$ cat src/hdl/dss_params.svh
`ifndef DSS_PARAMS_SVH
`define DSS_PARAMS_SVH

// ************************************************************
// Control addresses and launch value
// ************************************************************
`define DSS_LAUNCH_ADDR    8'h6F
`define DSS_LAUNCH_VALUE   16'h0100
`define DSS_DUMMY_ADDR     8'hFF

// ************************************************************
// Step layout and timing
// ************************************************************
`define DSS_FIRST_STEP     5'h00
`define DSS_DELAY_BASE     17'h00008
`define DSS_TICK_NS        62500
`define DSS_CLK_NS         50
`define DSS_TICK_CYCLES    (`DSS_TICK_NS / `DSS_CLK_NS)

`endif

$ cat src/hdl/dss_pkg.sv
// ************************************************************
// Types shared by the start-up sequencer
// ************************************************************
package dss_pkg;

    // Sequencer control states
    typedef enum logic [1:0] {
        DSS_IDLE  = 2'b00,
        DSS_FETCH = 2'b01,
        DSS_MERGE = 2'b10,
        DSS_WAIT  = 2'b11
    } dss_state_type;

    // One program step as held in the table
    typedef struct packed {
        logic [7:0] addr;   // Target control address
        logic [2:0] wcode;  // Field width minus one
        logic [3:0] lsb;    // Field start bit
        logic [7:0] data;   // Field value, low bits used
        logic [3:0] delay;  // Coded delay after the step
        logic       eos;    // Stop after this step
    } dss_step_type;

endpackage

$ cat src/hdl/dss_step_if.sv
// ************************************************************
// Carrier between the sequencer and its step table
// ************************************************************
interface dss_step_if;
    import dss_pkg::*;

    logic [4:0]   index;  // Step being looked up
    dss_step_type step;   // Decoded step fields
    logic [15:0]  mask;   // Bits of the target field
    logic [15:0]  bits;   // Field data at its position

    modport seq (output index, input step, input mask, input bits);
    modport rom (input index, output step, output mask, output bits);
endinterface

$ cat src/hdl/dss_top.sv
// What this block does
// - Host write 0100h to 6Fh launches step 0
// - Whole program runs in roughly 446.5 ms
// - Step 0 sets bias field, waits 0.5625 ms
// - Discharge speaker, enable speakers, end discharge
// - Step 4 writes reference control byte F7h
// - Speakers off, ramp cleared, resistor 01b, bias on
// - Enable gain stages, mixers, line, DSP clock
// - Step 13 enables both converters, waits 2.5 ms
// - Dummy steps to FFh change no register
// - Step 15 clears output bias control bit
// - Step 16 enables charge pump, waits 4.5 ms
// - Output enables, then delayed enables, whole bytes
// - Servo mode, then servo enables with long waits
// - Steps 26-27 enable output drive stages
// - Shorts removed; step 29 ends the program
// - Steps 30-31 are unused dummy writes
// - Step lasts 62.5 us times (2^code + 8)
// - Low data bits placed at field start
`include "dss_params.svh"

module dss_top
    import dss_pkg::*;
#(
    parameter int unsigned TICK_CYCLES = `DSS_TICK_CYCLES
)(
    // Clock and reset
    input  wire logic        CLK,
    input  wire logic        RST,
    // Host control write
    input  wire logic        HOST_WR,
    input  wire logic [7:0]  HOST_ADDR,
    input  wire logic [15:0] HOST_DATA,
    // Control register file access
    output logic             REG_RD,
    output logic             REG_WR,
    output logic [7:0]       REG_ADDR,
    output logic [15:0]      REG_WDATA,
    input  wire logic [15:0] REG_RDATA,
    // Status
    output logic             BUSY,
    output logic [4:0]       STEP,
    output logic             DONE
);

    // ********************************************************
    // Declarations
    // ********************************************************
    dss_step_if    stp ();          // Table lookup carrier
    dss_state_type state_r;         // Sequencer state
    dss_step_type  step_r;          // Step being executed
    logic [15:0]   mask_r;          // Field mask of this step
    logic [15:0]   bits_r;          // Placed field data
    logic [4:0]    index_r;         // Current step index
    logic [15:0]   cyc_r;           // Cycles within one tick
    logic [16:0]   tick_r;          // Ticks within one step
    logic [16:0]   ticks_need;      // Ticks this step lasts
    logic          launch;          // Start request seen
    logic          tick_end;        // Last cycle of a tick
    logic          step_end;        // Last cycle of a step
    logic          dummy;           // Step targets no register
    logic          reg_rd_r;        // Read strobe
    logic          reg_wr_r;        // Write strobe
    logic [7:0]    reg_addr_r;      // Target address
    logic [15:0]   reg_wdata_r;     // Merged write data
    logic          busy_r;          // Program running
    logic          done_r;          // Program finished pulse
    logic [31:0]   len_r;           // Step length, checks only
    logic [15:0]   rdata_r;         // Read value, checks only

    // ********************************************************
    // Step table
    // ********************************************************
    assign stp.index = index_r;

    dss_rom u_rom (
        .s (stp)
    );

    // ********************************************************
    // Launch decode and step timing
    // ********************************************************

    // Only the exact launch value counts; others are ignored
    assign launch = HOST_WR && (HOST_ADDR == `DSS_LAUNCH_ADDR) &&
                    (HOST_DATA == `DSS_LAUNCH_VALUE);

    // Step time in ticks: 2^code + 8
    assign ticks_need = (17'h00001 << step_r.delay) +
                        `DSS_DELAY_BASE;
    assign tick_end   = (cyc_r == 16'(TICK_CYCLES - 1));
    assign step_end   = tick_end && (tick_r == ticks_need - 17'h00001);
    assign dummy      = (step_r.addr == `DSS_DUMMY_ADDR);

    // ********************************************************
    // Sequencer state
    // ********************************************************

    // Launch while running is ignored, so a run is never cut
    always_ff @(posedge CLK) begin
        if (RST) begin
            state_r <= DSS_IDLE;
        end else begin
            case (state_r)
                // Wait for the host to launch
                DSS_IDLE: begin
                    if (launch) begin
                        state_r <= DSS_FETCH;
                    end
                end
                // Address presented, read pending
                DSS_FETCH: begin
                    state_r <= DSS_MERGE;
                end
                // Read data in, write issued
                DSS_MERGE: begin
                    state_r <= DSS_WAIT;
                end
                // Hold until the step time is used up
                DSS_WAIT: begin
                    if (step_end && step_r.eos) begin
                        state_r <= DSS_IDLE;
                    end else if (step_end) begin
                        state_r <= DSS_FETCH;
                    end
                end
                default: begin
                    state_r <= DSS_IDLE;
                end
            endcase
        end
    end

    // Step index: zero at launch, then strictly in order
    always_ff @(posedge CLK) begin
        if (RST) begin
            index_r <= `DSS_FIRST_STEP;
        end else if (state_r == DSS_IDLE && launch) begin
            index_r <= `DSS_FIRST_STEP;
        end else if (state_r == DSS_WAIT && step_end && !step_r.eos) begin
            index_r <= index_r + 5'h01;
        end
    end

    // Latch the table row so the lookup may move on freely
    always_ff @(posedge CLK) begin
        if (RST) begin
            step_r <= '0;
            mask_r <= 16'h0000;
            bits_r <= 16'h0000;
        end else if (state_r == DSS_FETCH) begin
            step_r <= stp.step;
            mask_r <= stp.mask;
            bits_r <= stp.bits;
        end
    end

    // Tick and cycle counters run from the step's first cycle
    always_ff @(posedge CLK) begin
        if (RST) begin
            cyc_r  <= 16'h0000;
            tick_r <= 17'h00000;
        end else if (state_r == DSS_IDLE || step_end) begin
            cyc_r  <= 16'h0000;
            tick_r <= 17'h00000;
        end else if (tick_end) begin
            cyc_r  <= 16'h0000;
            tick_r <= tick_r + 17'h00001;
        end else begin
            cyc_r  <= cyc_r + 16'h0001;
        end
    end

    // ********************************************************
    // Register file access
    // ********************************************************

    // Read then write; a dummy step still costs its full time
    always_ff @(posedge CLK) begin
        if (RST) begin
            reg_rd_r   <= 1'b0;
            reg_addr_r <= 8'h00;
        end else if (state_r == DSS_FETCH) begin
            reg_rd_r   <= (stp.step.addr != `DSS_DUMMY_ADDR);
            reg_addr_r <= stp.step.addr;
        end else begin
            reg_rd_r   <= 1'b0;
        end
    end

    // Merge keeps every bit outside the field as read
    always_ff @(posedge CLK) begin
        if (RST) begin
            reg_wr_r    <= 1'b0;
            reg_wdata_r <= 16'h0000;
        end else if (state_r == DSS_MERGE) begin
            reg_wr_r    <= !dummy;
            reg_wdata_r <= (REG_RDATA & ~mask_r) | bits_r;
        end else begin
            reg_wr_r    <= 1'b0;
        end
    end

    // ********************************************************
    // Status
    // ********************************************************

    // Busy from launch to the end of the flagged step
    always_ff @(posedge CLK) begin
        if (RST) begin
            busy_r <= 1'b0;
            done_r <= 1'b0;
        end else begin
            done_r <= (state_r == DSS_WAIT) && step_end && step_r.eos;
            if (state_r == DSS_IDLE && launch) begin
                busy_r <= 1'b1;
            end else if (state_r == DSS_WAIT && step_end && step_r.eos) begin
                busy_r <= 1'b0;
            end
        end
    end

    assign REG_RD    = reg_rd_r;
    assign REG_WR    = reg_wr_r;
    assign REG_ADDR  = reg_addr_r;
    assign REG_WDATA = reg_wdata_r;
    assign BUSY      = busy_r;
    assign STEP      = index_r;
    assign DONE      = done_r;

    // ********************************************************
    // Checks
    // ********************************************************

    // Helper: cycles since the step began, and read data held
    always_ff @(posedge CLK) begin
        if (RST || state_r == DSS_IDLE || step_end) begin
            len_r <= 32'h00000000;
        end else begin
            len_r <= len_r + 32'h00000001;
        end
    end

    always_ff @(posedge CLK) begin
        if (RST) begin
            rdata_r <= 16'h0000;
        end else if (state_r == DSS_MERGE) begin
            rdata_r <= REG_RDATA;
        end
    end

    a_launch_starts: assert property (
        @(posedge CLK) disable iff (RST)
        (state_r == DSS_IDLE && launch) |=>
            (BUSY && STEP == 5'h00 && state_r == DSS_FETCH) ##1 REG_RD)
        else $error("launch did not start step zero");

    // A relaunch restarts at zero, so only moves within one run count
    a_step_order: assert property (
        @(posedge CLK) disable iff (RST)
        (BUSY && $past(BUSY) && $changed(STEP)) |->
            (STEP == $past(STEP) + 5'h01))
        else $error("step index skipped");

    a_step_length: assert property (
        @(posedge CLK) disable iff (RST)
        (state_r == DSS_WAIT && step_end) |->
            (len_r == 32'(TICK_CYCLES) * 32'(ticks_need) - 32'h00000001))
        else $error("step length wrong");

    a_write_follows: assert property (
        @(posedge CLK) disable iff (RST)
        REG_RD |=> REG_WR && $stable(REG_ADDR))
        else $error("read not followed by write");

    a_field_only: assert property (
        @(posedge CLK) disable iff (RST)
        REG_WR |-> ((REG_WDATA & ~mask_r) == (rdata_r & ~mask_r)) &&
                   ((REG_WDATA & mask_r) == bits_r))
        else $error("bits outside the field changed");

    a_dummy_quiet: assert property (
        @(posedge CLK) disable iff (RST)
        (REG_ADDR == `DSS_DUMMY_ADDR) |-> !REG_WR && !REG_RD)
        else $error("dummy step touched a register");

    a_end_stops: assert property (
        @(posedge CLK) disable iff (RST)
        (state_r == DSS_WAIT && step_end && step_r.eos) |=>
            DONE && !BUSY && STEP == 5'h1D ##1 !DONE)
        else $error("program did not stop at end flag");

    a_first_step: assert property (
        @(posedge CLK) disable iff (RST)
        (REG_WR && STEP == 5'h00) |->
            (REG_ADDR == 8'h04 && mask_r == 16'h001F &&
             bits_r == 16'h001A))
        else $error("first step wrote wrong field");

    a_idle_quiet: assert property (
        @(posedge CLK) disable iff (RST)
        (!BUSY && !(state_r == DSS_IDLE && launch)) |=> !REG_RD)
        else $error("access without a launch");

    // Spare rows stay unreached while the end flag sits at step 29
    a_spare_unused: assert property (
        @(posedge CLK) disable iff (RST)
        BUSY |-> (STEP <= 5'h1D))
        else $error("spare step reached");

endmodule

$ cat src/hdl/dss_rom.sv
// ************************************************************
// Default program table and field placement
// ************************************************************
`include "dss_params.svh"

module dss_rom
    import dss_pkg::*;
(
    // Lookup side
    dss_step_if.rom s
);

    // Packs one table row
    function automatic dss_step_type mk(input logic [7:0] a,
                                        input logic [2:0] w,
                                        input logic [3:0] l,
                                        input logic [7:0] d,
                                        input logic [3:0] t,
                                        input logic       e);
        mk = '{addr: a, wcode: w, lsb: l, data: d, delay: t, eos: e};
    endfunction

    // Power-up program, spare rows are harmless dummy writes
    always_comb begin
        case (s.index)
            5'h00: s.step = mk(8'h04, 3'h4, 4'h0, 8'h1A, 4'h0, 1'b0);
            5'h01: s.step = mk(8'h41, 3'h0, 4'h1, 8'h01, 4'h9, 1'b0);
            5'h02: s.step = mk(8'h11, 3'h1, 4'h0, 8'h03, 4'h0, 1'b0);
            5'h03: s.step = mk(8'h41, 3'h0, 4'h1, 8'h00, 4'h0, 1'b0);
            5'h04: s.step = mk(8'h05, 3'h7, 4'h0, 8'hF7, 4'hB, 1'b0);
            5'h05: s.step = mk(8'h11, 3'h1, 4'h0, 8'h00, 4'h0, 1'b0);
            5'h06: s.step = mk(8'h05, 3'h1, 4'h3, 8'h00, 4'h0, 1'b0);
            5'h07: s.step = mk(8'h05, 3'h1, 4'h1, 8'h01, 4'h0, 1'b0);
            5'h08: s.step = mk(8'h04, 3'h0, 4'h0, 8'h01, 4'h0, 1'b0);
            5'h09: s.step = mk(8'h0E, 3'h1, 4'h0, 8'h03, 4'h0, 1'b0);
            5'h0A: s.step = mk(8'h0D, 3'h1, 4'h0, 8'h03, 4'h0, 1'b0);
            5'h0B: s.step = mk(8'h0F, 3'h1, 4'h0, 8'h03, 4'h0, 1'b0);
            5'h0C: s.step = mk(8'h16, 3'h0, 4'h1, 8'h01, 4'h0, 1'b0);
            5'h0D: s.step = mk(8'h12, 3'h1, 4'h2, 8'h03, 4'h5, 1'b0);
            5'h0F: s.step = mk(8'h04, 3'h0, 4'h4, 8'h00, 4'h0, 1'b0);
            5'h10: s.step = mk(8'h62, 3'h0, 4'h0, 8'h01, 4'h6, 1'b0);
            5'h12: s.step = mk(8'h5A, 3'h7, 4'h0, 8'h11, 4'h0, 1'b0);
            5'h13: s.step = mk(8'h5E, 3'h7, 4'h0, 8'h11, 4'h0, 1'b0);
            5'h14: s.step = mk(8'h5A, 3'h7, 4'h0, 8'h33, 4'h0, 1'b0);
            5'h15: s.step = mk(8'h5E, 3'h7, 4'h0, 8'h33, 4'h0, 1'b0);
            5'h16: s.step = mk(8'h45, 3'h1, 4'h0, 8'h02, 4'h0, 1'b0);
            5'h17: s.step = mk(8'h43, 3'h3, 4'h0, 8'h0F, 4'hC, 1'b0);
            5'h18: s.step = mk(8'h43, 3'h3, 4'h0, 8'h0F, 4'h7, 1'b0);
            5'h1A: s.step = mk(8'h5A, 3'h7, 4'h0, 8'h77, 4'h0, 1'b0);
            5'h1B: s.step = mk(8'h5E, 3'h7, 4'h0, 8'h77, 4'h0, 1'b0);
            5'h1C: s.step = mk(8'h5A, 3'h7, 4'h0, 8'hFF, 4'h0, 1'b0);
            5'h1D: s.step = mk(8'h5E, 3'h7, 4'h0, 8'hFF, 4'h0, 1'b1);
            // Rows 0Eh, 11h, 19h, 1Eh, 1Fh: dummy writes
            default: s.step = mk(`DSS_DUMMY_ADDR, 3'h0, 4'h0, 8'h00,
                                 4'h0, 1'b0);
        endcase
    end

    // Per bit: in field when lsb <= i <= lsb + width - 1
    for (genvar i = 0; i < 16; i++) begin : g_bit
        logic [4:0] rel;  // Offset of bit i inside the field
        logic       hit;  // Bit i belongs to the field
        assign rel = 5'(i) - {1'b0, s.step.lsb};
        assign hit = (5'(i) >= {1'b0, s.step.lsb}) &&
                     (rel <= {2'b00, s.step.wcode});
        assign s.mask[i] = hit;
        // Upper data bits beyond the width are never used
        assign s.bits[i] = hit & s.step.data[rel[2:0]];
    end

endmodule

$ cat config.mk
export PLATFORM = sky130hd
export DESIGN_NAME = dss_top
export DESIGN_NICKNAME = d
export VERILOG_FILES = /design/src/hdl/dss_pkg.sv /design/src/hdl/dss_step_if.sv /design/src/hdl/dss_top.sv /design/src/hdl/dss_rom.sv
export VERILOG_INCLUDE_DIRS = /design/src /design/src/hdl
export SDC_FILE = /design/constraint.sdc
export NUM_CORES = 1
export LEC_CHECK = 0
export BUFFER_PORTS_ARGS = -buffer_cell sky130_fd_sc_hd__buf_2
export CAP_MARGIN = 20
export CORE_MARGIN = 4
export CORE_UTILIZATION = 59
export CTS_CLUSTER_DIAMETER = 120
export DETAILED_ROUTE_END_ITERATION = 8
export GPL_ROUTABILITY_DRIVEN = 0
export GPL_TIMING_DRIVEN = 1
export PLACE_DENSITY = 0.8
export SLEW_MARGIN = 20
export SYNTH_ARGS = -nofsm -noshare
export SYNTH_HDL_FRONTEND = slang
export SYNTH_SLANG_ARGS = --single-unit
export TNS_END_PERCENT = 30
$ cat constraint.sdc
create_clock -name CLK -period 4.6 [get_ports CLK]
set_input_delay 0.46 -clock CLK [delete_from_list [all_inputs] [get_ports CLK]]
set_output_delay 0.46 -clock CLK [all_outputs]
set_load 0.005 [all_outputs]
==> results of run 1 <==
-- per-layer routing --
metal	track usage, %	part of all wire (%)
met5	0	0
met2	41.4	49
met4	8.79	2.0
met3	7.16	7.4
met1	32.8	42
-- area by class of cell --
type	count	area [um^2]	area share [%]
Timing Repair Buffer	82	428	5.28
Clock buffer	21	480	5.93
Multi-Input combinational cell	612	4120	50.8
Clock inverter	11	128	1.57
Sequential cell	129	2580	31.9
Inverter	51	191	2.36
Tap cell	143	179	2.21
-- final timing paths --
check / end / cells past startpoint / from / slack, ns
worst max-delay path: u_rom.s.step[17] / 15 / step_r[3] / 0.27
worst min-delay path: REG_WDATA[15] / 3 / REG_RDATA[15] / 0.28
worst max register to register: u_rom.s.step[17] / 15 / step_r[3] / 0.27
worst min register to register: bits_r[11] / 2 / bits_r[11] / 0.46
-- sequential cells by signal, indices dropped and copies added (netlist names) --
signal        count
u_rom.s.step     26
tick_r           17
REG_WDATA        16
cyc_r            16
bits_r           15
mask_r           15
REG_ADDR          8
STEP              5
step_r            5
state_r           2
BUSY              1
DONE              1
REG_RD            1
REG_WR            1
-- cells in the final DEF (no fill, tap or decap), drive strengths merged, types with 11 or more instances in the layout --
master	synthesis	final
mux2i	26	26
xnor2	16	16
clkbuf	20	21
a211oi	18	18
buf	25	82
dfxtp	129	129
xor2	24	24
ha	49	49
or3	12	12
nor3	12	12
nand4	14	14
inv	51	53
nor2	124	124
nand3	31	31
a21oi	74	74
nand2	52	52
o21ai	23	23
and3	11	11
-- synth_stat cells, types with 15 or more instances --
master	instances
a211oi_1	18
a21oi_1	71
clkbuf_1	20
dfxtp_1	129
ha_1	49
inv_1	47
mux2i_1	23
nand2_1	52
nand3_1	31
nor2_1	124
o21ai_0	22
xnor2_1	15
xor2_1	24
-- worst max-delay path: stages (launching register included) --
cell	delay [ns]
dfxtp_1	0.52
nor4_2	0.40
inv_1	0.08
ha_1	0.32
xor2_1	0.16
nand2b_1	0.10
nor4bb_1	0.27
nor4b_2	0.27
nand3_1	0.31
xor2_1	0.22
nand2b_1	0.42
inv_2	0.12
ha_1	0.29
or4_4	0.56
o21a_1	0.13
nand3_1	0.08
-- report_power, final --
group | switching, W | total [W] | internal [W]
sequential | 0.0000372 | 0.00122 | 0.00118
combinational | 0.000229 | 0.000368 | 0.000140
clock | 0.000503 | 0.00136 | 0.000857
-- kinds of logic (layout without fill, tap and decap cells) --
logic type,count (synthesis),count (layout),share of synthesized area [%]
AOI/OAI and AO/OA,169,169,14.9
xor gates and xnor gates,40,40,5.04
adders and majority gates,49,49,8.63
buffers and inverters,96,165,5.74
DFF,129,129,36.4
muxes,37,37,6.32
and+or+nand+nor,317,317,23.0
-- stage by stage --
step                      area [um^2]  worst slack, ns  hold slack [ns]  power, W
after floorplan                  7100            0.573            0.441   0.00151
after global placement           7490            0.630            0.450   0.00158
after global routing             8110           0.0572            0.295   0.00307
final                            8110            0.270            0.276   0.00294
after detailed placement         7490            0.399            0.455   0.00160
after CTS                        8100            0.341            0.273   0.00296
==> out/metrics.csv, run 1 <==
stage;metric;value;unit
route;Post-route DRC;0;
global_route;global-route wire length before repair;29500;um
final_layout;share of cells above drive strength 1;17.0;%
clock_tree;H-tree lvl count;4;
final_layout;Final Non-Filler Cells;1049;
timing;Final TNS setup;0;ns
clock_tree;PostCTS Resize Cnt;0;
clock_tree;Clk pin slew, worst setup/hold paths;0.06;ns
route;vias;6356;
route;number of nets with antenna violations after routing;0;
route;DRT Wirelength;17600;um
timing;final worst-path cycle share;94.1;%
clock_tree;Setup Buffers After CTS;0;
timing;fmax;0.231;GHz
status;outcome;finished, final reports clean;
logic_synthesis;EDFF count, synth;0;
route;first-pass iteration count of the detailed router;6;
clock_tree;Skew-Pair Late Insertion Delay;0.43;ns
timing;RSZ-0062 raised after global routing;no;
power_and_ir_drop;Pwr Density;363;mW/mm^2
logic_synthesis;Yosys reg bits;129;
floorplanning;Initial Util;61.2;%
timing;final hold violation count;0;
run;# Max-Cap Violations;0;
clock_tree;hold buffers post-CTS;0;
clock_tree;TritonCTS Buffers;17;
clock_tree;CTS tree;yes;
logic_synthesis;post-synth top area share;36.4;%
floorplanning;Die X-Extent;118;um
critical_path;Startpoint Class;register;
timing;Least-Margin Pin Slew;0.851;ns
global_route;gr usage total;25.6;%
final_layout;Layout area overhead;14.1;%
logic_synthesis;Mapped Area;0.00710;mm^2
logic_synthesis;Avg Cell Area, Syn;8.49;um^2
logic_synthesis;post-synthesis sequential area ratio;36.4;%
route;Vias/cell;6.06;
global_route;largest net degree at the start of global routing;59;
power_and_ir_drop;VDD IR max;207;uV
final_layout;fin nets;985;
floorplanning;I/O pins;76;
global_route;Congestion Overflow GR;0;
clock_tree;Clock Tree Buf Depth;2;
critical_path;CP Capture Type;register;
placed_design;Post-Place Cells;1017;
logic_synthesis;yosys warns;0;
logic_synthesis;ys async rst share;0;%
logic_synthesis;dominant cell type by area after synthesis;dfxtp_1;
final_layout;final core occ;69.8;%
placed_design;IO buf count;75;
logic_synthesis;Yosys cell types;75;
final_layout;# fillers;915;
timing;Tmin final;4.33;ns
route;Iteration-0 DRC Markers;605;
placed_design;DP HPWL;12400;um
logic_synthesis;Post-Syn Nets;929;
clock_tree;Sink Count;129;
floorplanning;Die Ht;118;um
critical_path;critical-path maximum fanout;22;
final_layout;n_diodes;0;
worst_hold_path;type of the worst min-delay path;primary input to register;
logic_synthesis;Synth Instances;837;
timing;Slew headroom;43.0;%
timing;clock skew;0.0143;ns
critical_path;crit path DAT;4.68;ns
route;DR WL/cell;16.8;um
critical_path;WP data required;4.95;ns
floorplanning;die area;0.0139;mm^2
logic_synthesis;Synth Flop Type;dfxtp_1;
timing;Final setup violation count;0;
critical_path;CP Class;register to register;
logic_synthesis;top post-synthesis cells by area;dfxtp_1, ha_1, nor2_1;
clock_tree;root cell of the clock tree;clkbuf_16;
timing;fin. max-slew vios;0;
floorplanning;core footprint;0.0116;mm^2
floorplanning;row cnt;39;
global_route;antenna violations before repair;0;
power_and_ir_drop;LEAKAGE;3.24;nW
global_route;vias in the first global route;6064;
Note: power is estimated with default switching activity, not from simulation.
==> run 2: changes to the inputs <==
--- a/config.mk
+++ b/config.mk
@@ -8,13 +8,15 @@
 export LEC_CHECK = 0
 export BUFFER_PORTS_ARGS = -buffer_cell sky130_fd_sc_hd__buf_2
 export CAP_MARGIN = 20
+export CELL_PAD_IN_SITES_DETAIL_PLACEMENT = 0
+export CELL_PAD_IN_SITES_GLOBAL_PLACEMENT = 1
 export CORE_MARGIN = 4
-export CORE_UTILIZATION = 59
+export CORE_UTILIZATION = 45
 export CTS_CLUSTER_DIAMETER = 120
 export DETAILED_ROUTE_END_ITERATION = 8
 export GPL_ROUTABILITY_DRIVEN = 0
 export GPL_TIMING_DRIVEN = 1
-export PLACE_DENSITY = 0.8
+export PLACE_DENSITY_LB_ADDON = 0.1
 export SLEW_MARGIN = 20
 export SYNTH_ARGS = -nofsm -noshare
 export SYNTH_HDL_FRONTEND = slang
==> run 2 against run 1 <==
  * Largest power group unchanged
  * Utilization down 16 points
  * Count of clock-buffer cells in the layout up 2
  * Worst setup slack better by 0.19 ns
  * Critical endpoint unchanged
  * Total power up 2.8%
  * Via count down 2.9%
==> out/metrics.csv, run 2 (synthesis gave the netlist of run 1 again) <==
stage;metric;value;unit;change
status;outcome;finished, final reports clean;;
critical_path;r2r setup slk;0.46;ns;+0.19 ns
final_layout;share of cells above drive strength 1;17.3;%;+0.25 points
final_layout;sequential cell area;0.00258;mm^2;about the same
critical_path;CP Class;register to register;;
clock_tree;root cell of the clock tree;clkbuf_16;;
placed_design;dpl ws;0.308;ns;-0.0913 ns
final_layout;most common cell after layout, fill and taps aside;dfxtp_1;;
critical_path;Startpoint Class;register;;
critical_path;critical-path maximum fanout;23;;+4.5%
timing;Final TNS setup;0;ns;unchanged
timing;Slew headroom;40.7;%;-2.3 points
run;# Max-Cap Violations;0;;unchanged
route;Iteration-0 DRC Markers;543;;-10%
floorplanning;Initial Util;46.4;%;-15 points
global_route;vias in the first global route;5719;;-5.7%
clock_tree;H-tree lvl count;4;;unchanged
timing;Setup WS post-layout;0.461;ns;+0.191 ns
final_layout;Final Non-Filler Cells;1121;;+6.9%
timing;final worst-path cycle share;90.0;%;-4.1 points
timing;RSZ-0062 raised after global routing;no;;
clock_tree;Clock Tree Buf Depth;2;;unchanged
timing;Final setup violation count;0;;unchanged
clock_tree;CTS tree;yes;;
critical_path;Critical Path Start;step_r[2];;
global_route;antenna violations before repair;0;;unchanged
route;first-pass iteration count of the detailed router;6;;unchanged
placed_design;IO buf count;75;;unchanged
critical_path;R2R cell count;12;;-3
critical_path;crit path capture;u_rom.s.step[17];;
clock_tree;Skew-Pair Late Insertion Delay;0.42;ns;about the same
final_layout;final instance area;0.00825;mm^2;+1.8%
route;DR WL/cell;15.5;um;-7.8%
power_and_ir_drop;combinational power share;12.0;%;-0.5 points
timing;fmax;0.242;GHz;+4.6%
placed_design;DP HPWL;12600;um;+1.8%
critical_path;Largest stage delay, worst path;0.73;ns;+0.17 ns
worst_hold_path;Hold Path Origin;REG_RDATA[15];;
route;met3 wire length;887;um;-32%
timing;Least-Margin Pin Slew;0.885;ns;+0.0338 ns
power_and_ir_drop;Pwr Density;367;mW/mm^2;+0.98%
timing;Tmin final;4.14;ns;-0.191 ns
route;Vias/cell;5.51;;-9.1%
timing;final hold violation count;0;;unchanged
power_and_ir_drop;Sw Ratio;24.7;%;-1.5 points
power_and_ir_drop;VDD IR max;310;uV;+50%
critical_path;slowest CP cell;a2111oi_0;;
final_layout;Layout area overhead;16.2;%;
global_route;Congestion Overflow GR;0;;unchanged
route;vias;6174;;-2.9%
clock_tree;Sink Count;129;;unchanged
timing;fin. max-slew vios;0;;unchanged
final_layout;# fillers;1449;;+58%
final_layout;fin nets;989;;+0.41%
final_layout;commonest cells after routing, fill and taps aside;dfxtp_1, nor2_1, buf_2;;
critical_path;crit path DAT;4.50;ns;-0.18 ns
critical_path;WP data required;4.96;ns;about the same
route;number of nets with antenna violations after routing;0;;unchanged
global_route;global-route wire length before repair;28500;um;-3.4%
power_and_ir_drop;Sw Pwr;0.000746;W;-2.9%
floorplanning;row cnt;45;;+15%
route;wire length on met1;8120;um;+10%
clock_tree;TritonCTS Buffers;17;;unchanged
placed_design;Post-Place Cells;1089;;+7.1%
clock_tree;hold buffers post-CTS;0;;unchanged
timing;clock skew;0.00705;ns;-0.00727 ns
power_and_ir_drop;Int Pwr;0.00228;W;+4.9%
critical_path;most used cell, CP;nand3_1;;
power_and_ir_drop;LEAKAGE;3.27;nW;+1.1%
power_and_ir_drop;share of power burned in registers;40.1;%;-1.2 points
route;Highest Signal Layer;met4;;
final_layout;n_diodes;0;;unchanged
critical_path;Reg-to-Reg Start;step_r[2];;
floorplanning;Die X-Extent;134;um;+14%
critical_path;CP Capture Type;register;;
placed_design;dpl cell area;0.00761;mm^2;+1.6%
power_and_ir_drop;Clk network pwr share;47.9;%;+1.7 points
critical_path;reg2reg end;u_rom.s.step[17];;
worst_hold_path;type of the worst min-delay path;primary input to register;;
floorplanning;Die Ht;134;um;+14%
route;DRT Wirelength;17300;um;-1.5%
global_route;gr usage total;19.5;%;-6.1 points
critical_path;crit-path cells;nor2_1 -> a2111oi_0 -> o2111ai_1 -> nor4b_2 -> nand3_1 -> xor2_1 -> nand2b_1 -> inv_2 -> ha_1 -> or4_4 -> o21a_1 -> nand3_1;;
floorplanning;die area;0.0179;mm^2;+29%
route;routed wl met2;7920;um;-7.4%
floorplanning;I/O pins;76;;unchanged
floorplanning;core footprint;0.0153;mm^2;+32%
clock_tree;Clk pin slew, worst setup/hold paths;0.06;ns;about the same
route;Post-route DRC;0;;unchanged
final_layout;Multi-input gate area;0.00412;mm^2;unchanged
final_layout;max reg flops;26;;unchanged
global_route;largest net degree at the start of global routing;68;;+15%
==> run 2: metal layers <==
layer  global-route usage [%]  vias up
met4                     7.71        0
li1                         -     3054
met2                     30.7      188
met3                     4.12       31
met1                     26.2     2901
met5                        0        -
==> run 2: area by class of cell <==
class / count / area share, %
Multi-Input combinational cell: 612 / 49.9
Sequential cell: 129 / 31.3
Clock buffer: 23 / 5.91
Timing Repair Buffer: 86 / 5.55
Tap cell: 211 / 3.20
Inverter: 51 / 2.32
Clock inverter: 9 / 1.85
==> run 2: how the worst min path moves through the flow <==
stage / cells past startpoint / end
after floorplan: 2 / step_r[3]
after global placement: 2 / step_r[0]
after detailed placement: 2 / mask_r[6]
after CTS: 3 / REG_WDATA[15]
after global routing: 3 / REG_WDATA[15]
final: 3 / REG_WDATA[15]
==> run 2: critical path: cells and delay by family (launching register included) <==
kind | cells | cell delay, ns
adder cells (fa/ha/maj) | 1 | 0.29
AO/OA/AOI/OAI | 3 | 1.10
flip-flops | 1 | 0.58
buffers and inverters | 1 | 0.12
XOR/XNOR | 1 | 0.19
AND/OR/NAND/NOR | 6 | 1.79
==> run 2: stage by stage <==
step	util, %	total power, W	hold WS (ns)
final	53.9	0.00303	0.289
after CTS	53.9	0.00306	0.286
after global placement	49.7	0.00159	0.451
after detailed placement	49.7	0.00161	0.460
after global routing	53.9	0.00316	0.313
after floorplan	-	0.00151	0.441
==> run 2: power groups by stage <==
| stage | sequential, W | combinational, W | clock, W |
|---|---|---|---|
| 2_1_floorplan | 0.00123 | 0.000276 | 0 |
| 3_3_place_gp | 0.00123 | 0.000356 | 0 |
| 3_5_place_dp | 0.00124 | 0.000369 | 0 |
| 4_1_cts | 0.00121 | 0.000371 | 0.00148 |
| 5_1_grt | 0.00122 | 0.000407 | 0.00153 |
| 6_report | 0.00121 | 0.000363 | 0.00145 |
==> run 2: timing repair <==
action,4_1_cts,5_1_grt
resized for setup,0,1
buffers inserted,0,0
setup endpoints to repair,0,2
==> run 3: changes to the inputs <==
--- a/config.mk
+++ b/config.mk
@@ -10,8 +10,7 @@
 export CAP_MARGIN = 20
 export CELL_PAD_IN_SITES_DETAIL_PLACEMENT = 0
 export CELL_PAD_IN_SITES_GLOBAL_PLACEMENT = 1
-export CORE_MARGIN = 4
-export CORE_UTILIZATION = 45
+export CORE_UTILIZATION = 48
 export CTS_CLUSTER_DIAMETER = 120
 export DETAILED_ROUTE_END_ITERATION = 8
 export GPL_ROUTABILITY_DRIVEN = 0
==> constraint.sdc (replaced) <==
create_clock -name CLK -period 5.34 [get_ports CLK]
set_input_delay 0.534 -clock CLK [delete_from_list [all_inputs] [get_ports CLK]]
set_output_delay 0.534 -clock CLK [all_outputs]
set_load 0.1 [all_outputs]
==> run 3 against run 2 <==
  * Sequential share of layout area up 0.53 points
  * Register-to-register slack improved by 0.05 ns
  * Combinational power grew 17%
  * Critical path type unchanged
==> out/metrics.csv, run 3 (synthesis gave the netlist of run 1 again) <==
stage;metric;value;unit;change
critical_path;r2r setup slk;0.51;ns;+0.05 ns
global_route;Congestion Overflow GR;0;;unchanged
critical_path;critical-path maximum fanout;22;;-4.3%
status;outcome;finished, final reports clean;;
clock_tree;H-tree lvl count;4;;unchanged
clock_tree;Sink Count;129;;unchanged
critical_path;reg2reg end;u_rom.s.step[6];;
critical_path;Startpoint Class;register;;
timing;Slew headroom;26.2;%;-15 points
final_layout;sequential cell area;0.00258;mm^2;about the same
power_and_ir_drop;VDD IR max;275;uV;-11%
final_layout;max reg flops;26;;unchanged
worst_hold_path;Hold Crit Depth;3;;unchanged
clock_tree;Setup Buffers After CTS;0;;unchanged
route;Iteration-0 DRC Markers;411;;-24%
timing;RSZ-0062 raised after global routing;no;;
critical_path;WP data required;5.70;ns;+0.74 ns
timing;Final setup violation count;0;;unchanged
critical_path;R2R cell count;15;;+3
final_layout;share of cells above drive strength 1;16.7;%;-0.53 points
final_layout;most common cell after layout, fill and taps aside;dfxtp_1;;
floorplanning;Initial Util;49.1;%;+2.7 points
global_route;vias in the first global route;5541;;-3.1%
global_route;global-route wire length before repair;28400;um;-0.60%
route;Post-route DRC;0;;unchanged
clock_tree;root cell of the clock tree;clkbuf_16;;
final_layout;# fillers;1345;;-7.2%
clock_tree;Clk pin slew, worst setup/hold paths;0.06;ns;about the same
route;first-pass iteration count of the detailed router;5;;-1
critical_path;crit path DAT;5.20;ns;+0.70 ns
global_route;gr usage total;24.4;%;+4.9 points
timing;fin. max-slew vios;0;;unchanged
timing;final hold violation count;0;;unchanged
final_layout;fin nets;982;;-0.71%
route;Vias/cell;5.68;;+3.1%
worst_hold_path;type of the worst min-delay path;primary input to register;;
final_layout;final instance area;0.00811;mm^2;-1.7%
timing;Least-Margin Pin Slew;1.10;ns;+0.212 ns
timing;final worst-path cycle share;90.5;%;+0.51 points
floorplanning;Die Ht;124;um;-7.5%
floorplanning;Die X-Extent;124;um;-7.5%
clock_tree;PostCTS Resize Cnt;0;;unchanged
timing;Tmin final;4.83;ns;+0.693 ns
final_layout;Layout area overhead;14.2;%;
global_route;largest net degree at the start of global routing;67;;-1.5%
timing;clock skew;0.00605;ns;-0.000996 ns
route;number of nets with antenna violations after routing;0;;unchanged
final_layout;commonest cells after routing, fill and taps aside;dfxtp_1, nor2_1, buf_2;;
run;# Max-Cap Violations;0;;unchanged
floorplanning;I/O pins;76;;unchanged
clock_tree;Skew-Pair Late Insertion Delay;0.43;ns;about the same
timing;Final TNS setup;0;ns;unchanged
global_route;antenna violations before repair;1;;+1
critical_path;CP Capture Type;register;;
floorplanning;core footprint;0.0145;mm^2;-5.5%
route;DR WL/cell;16.5;um;+7.0%
timing;WHS;0.355;ns;+0.0666 ns
timing;fmax;0.207;GHz;-14%
placed_design;dpl cell area;0.00752;mm^2;-1.2%
floorplanning;die area;0.0153;mm^2;-14%
route;DRT Wirelength;18000;um;+3.9%
route;vias;6179;;+0.081%
power_and_ir_drop;Final Total Pwr;0.00263;W;-13%
critical_path;Reg-to-Reg Start;step_r[4];;
power_and_ir_drop;Pwr Density;324;mW/mm^2;-12%
clock_tree;TritonCTS Buffers;17;;unchanged
placed_design;IO buf count;75;;unchanged
final_layout;Multi-input gate area;0.00412;mm^2;unchanged
clock_tree;Clock Tree Buf Depth;2;;unchanged
placed_design;dpl ws;0.640;ns;+0.332 ns
floorplanning;row cnt;44;;-2.2%
worst_hold_path;WHS Endpoint;REG_WDATA[15];;
clock_tree;CTS tree;yes;;
worst_hold_path;Hold Path Origin;REG_RDATA[15];;
timing;Setup WS post-layout;0.508;ns;+0.0470 ns
clock_tree;hold buffers post-CTS;0;;unchanged
critical_path;CP Class;register to register;;
placed_design;DP HPWL;13100;um;+4.4%
power_and_ir_drop;LEAKAGE;3.21;nW;-1.8%
-- run 3: cell count changes in the layout (fill, tap and decap cells not counted), sizes merged --
cell      delta
bufinv       -2
clkinv       +6
buf          -7
clkbuf       -6
diode        +1
clkinvlp     -1
inv          +3
-- run 3: how the worst max path moves through the flow --
stage	from	end	slack, ns	cells past startpoint
global route	step_r[1]	u_rom.s.step[6]	0.16	14
detailed placement	step_r[4]	u_rom.s.step[6]	0.64	15
CTS	step_r[4]	u_rom.s.step[6]	0.56	15
finish	step_r[4]	u_rom.s.step[6]	0.51	15
floorplan	cyc_r[0]	u_rom.s.step[6]	1.26	13
global placement	cyc_r[0]	u_rom.s.step[6]	0.86	13
-- run 3: layout make-up --
class	count	share of cell area [%]
flip-flops and latches	129	31.8
clock inverters	15	1.97
well taps	184	2.84
multi-input cells	612	50.7
inverters	51	2.36
diodes	1	0.0308
clock buffers	17	5.24
repair buffers	79	5.00
-- run 3: metal layers --
metal  share of wire (%)  up-vias  GRT usage [%]
met3                 5.2       31           4.30
met4                 2.1        0           11.4
met5                   0        -              0
li1                    -     3040              -
met2                  45      188           36.9
met1                  48     2920           33.6
-- run 3: report_power, final --
| part | leakage, nW | total (W) | switching, W | internal (W) |
|---|---|---|---|---|
| clock network | 0.284 | 0.00115 | 0.000464 | 0.000690 |
| registers | 1.04 | 0.00105 | 0.0000310 | 0.00102 |
| logic | 1.89 | 0.000425 | 0.000303 | 0.000121 |
| total | 3.21 | 0.00263 | 0.000798 | 0.00183 |
-- run 3: stage by stage --
stage | cells | util [%]
after floorplan | 837 | -
after global placement | 1055 | 52.0
after detailed placement | 1055 | 52.0
after CTS | 1087 | 56.0
after global routing | 1088 | 56.0
final | 1088 | 56.0
-- run 3: worst max-delay path: stages, from the launching register on --
cell       delay [ns]
dfxtp_1          0.54
nor4_2           0.39
inv_1            0.08
ha_1             0.24
nand4bb_1        0.20
a21oi_1          0.21
xor2_1           0.13
nor4b_2          0.41
nand3_1          0.31
mux2i_4          0.32
nor2_1           0.47
inv_1            0.32
ha_1             0.35
or4_4            0.57
o21a_1           0.14
nand3_1          0.08
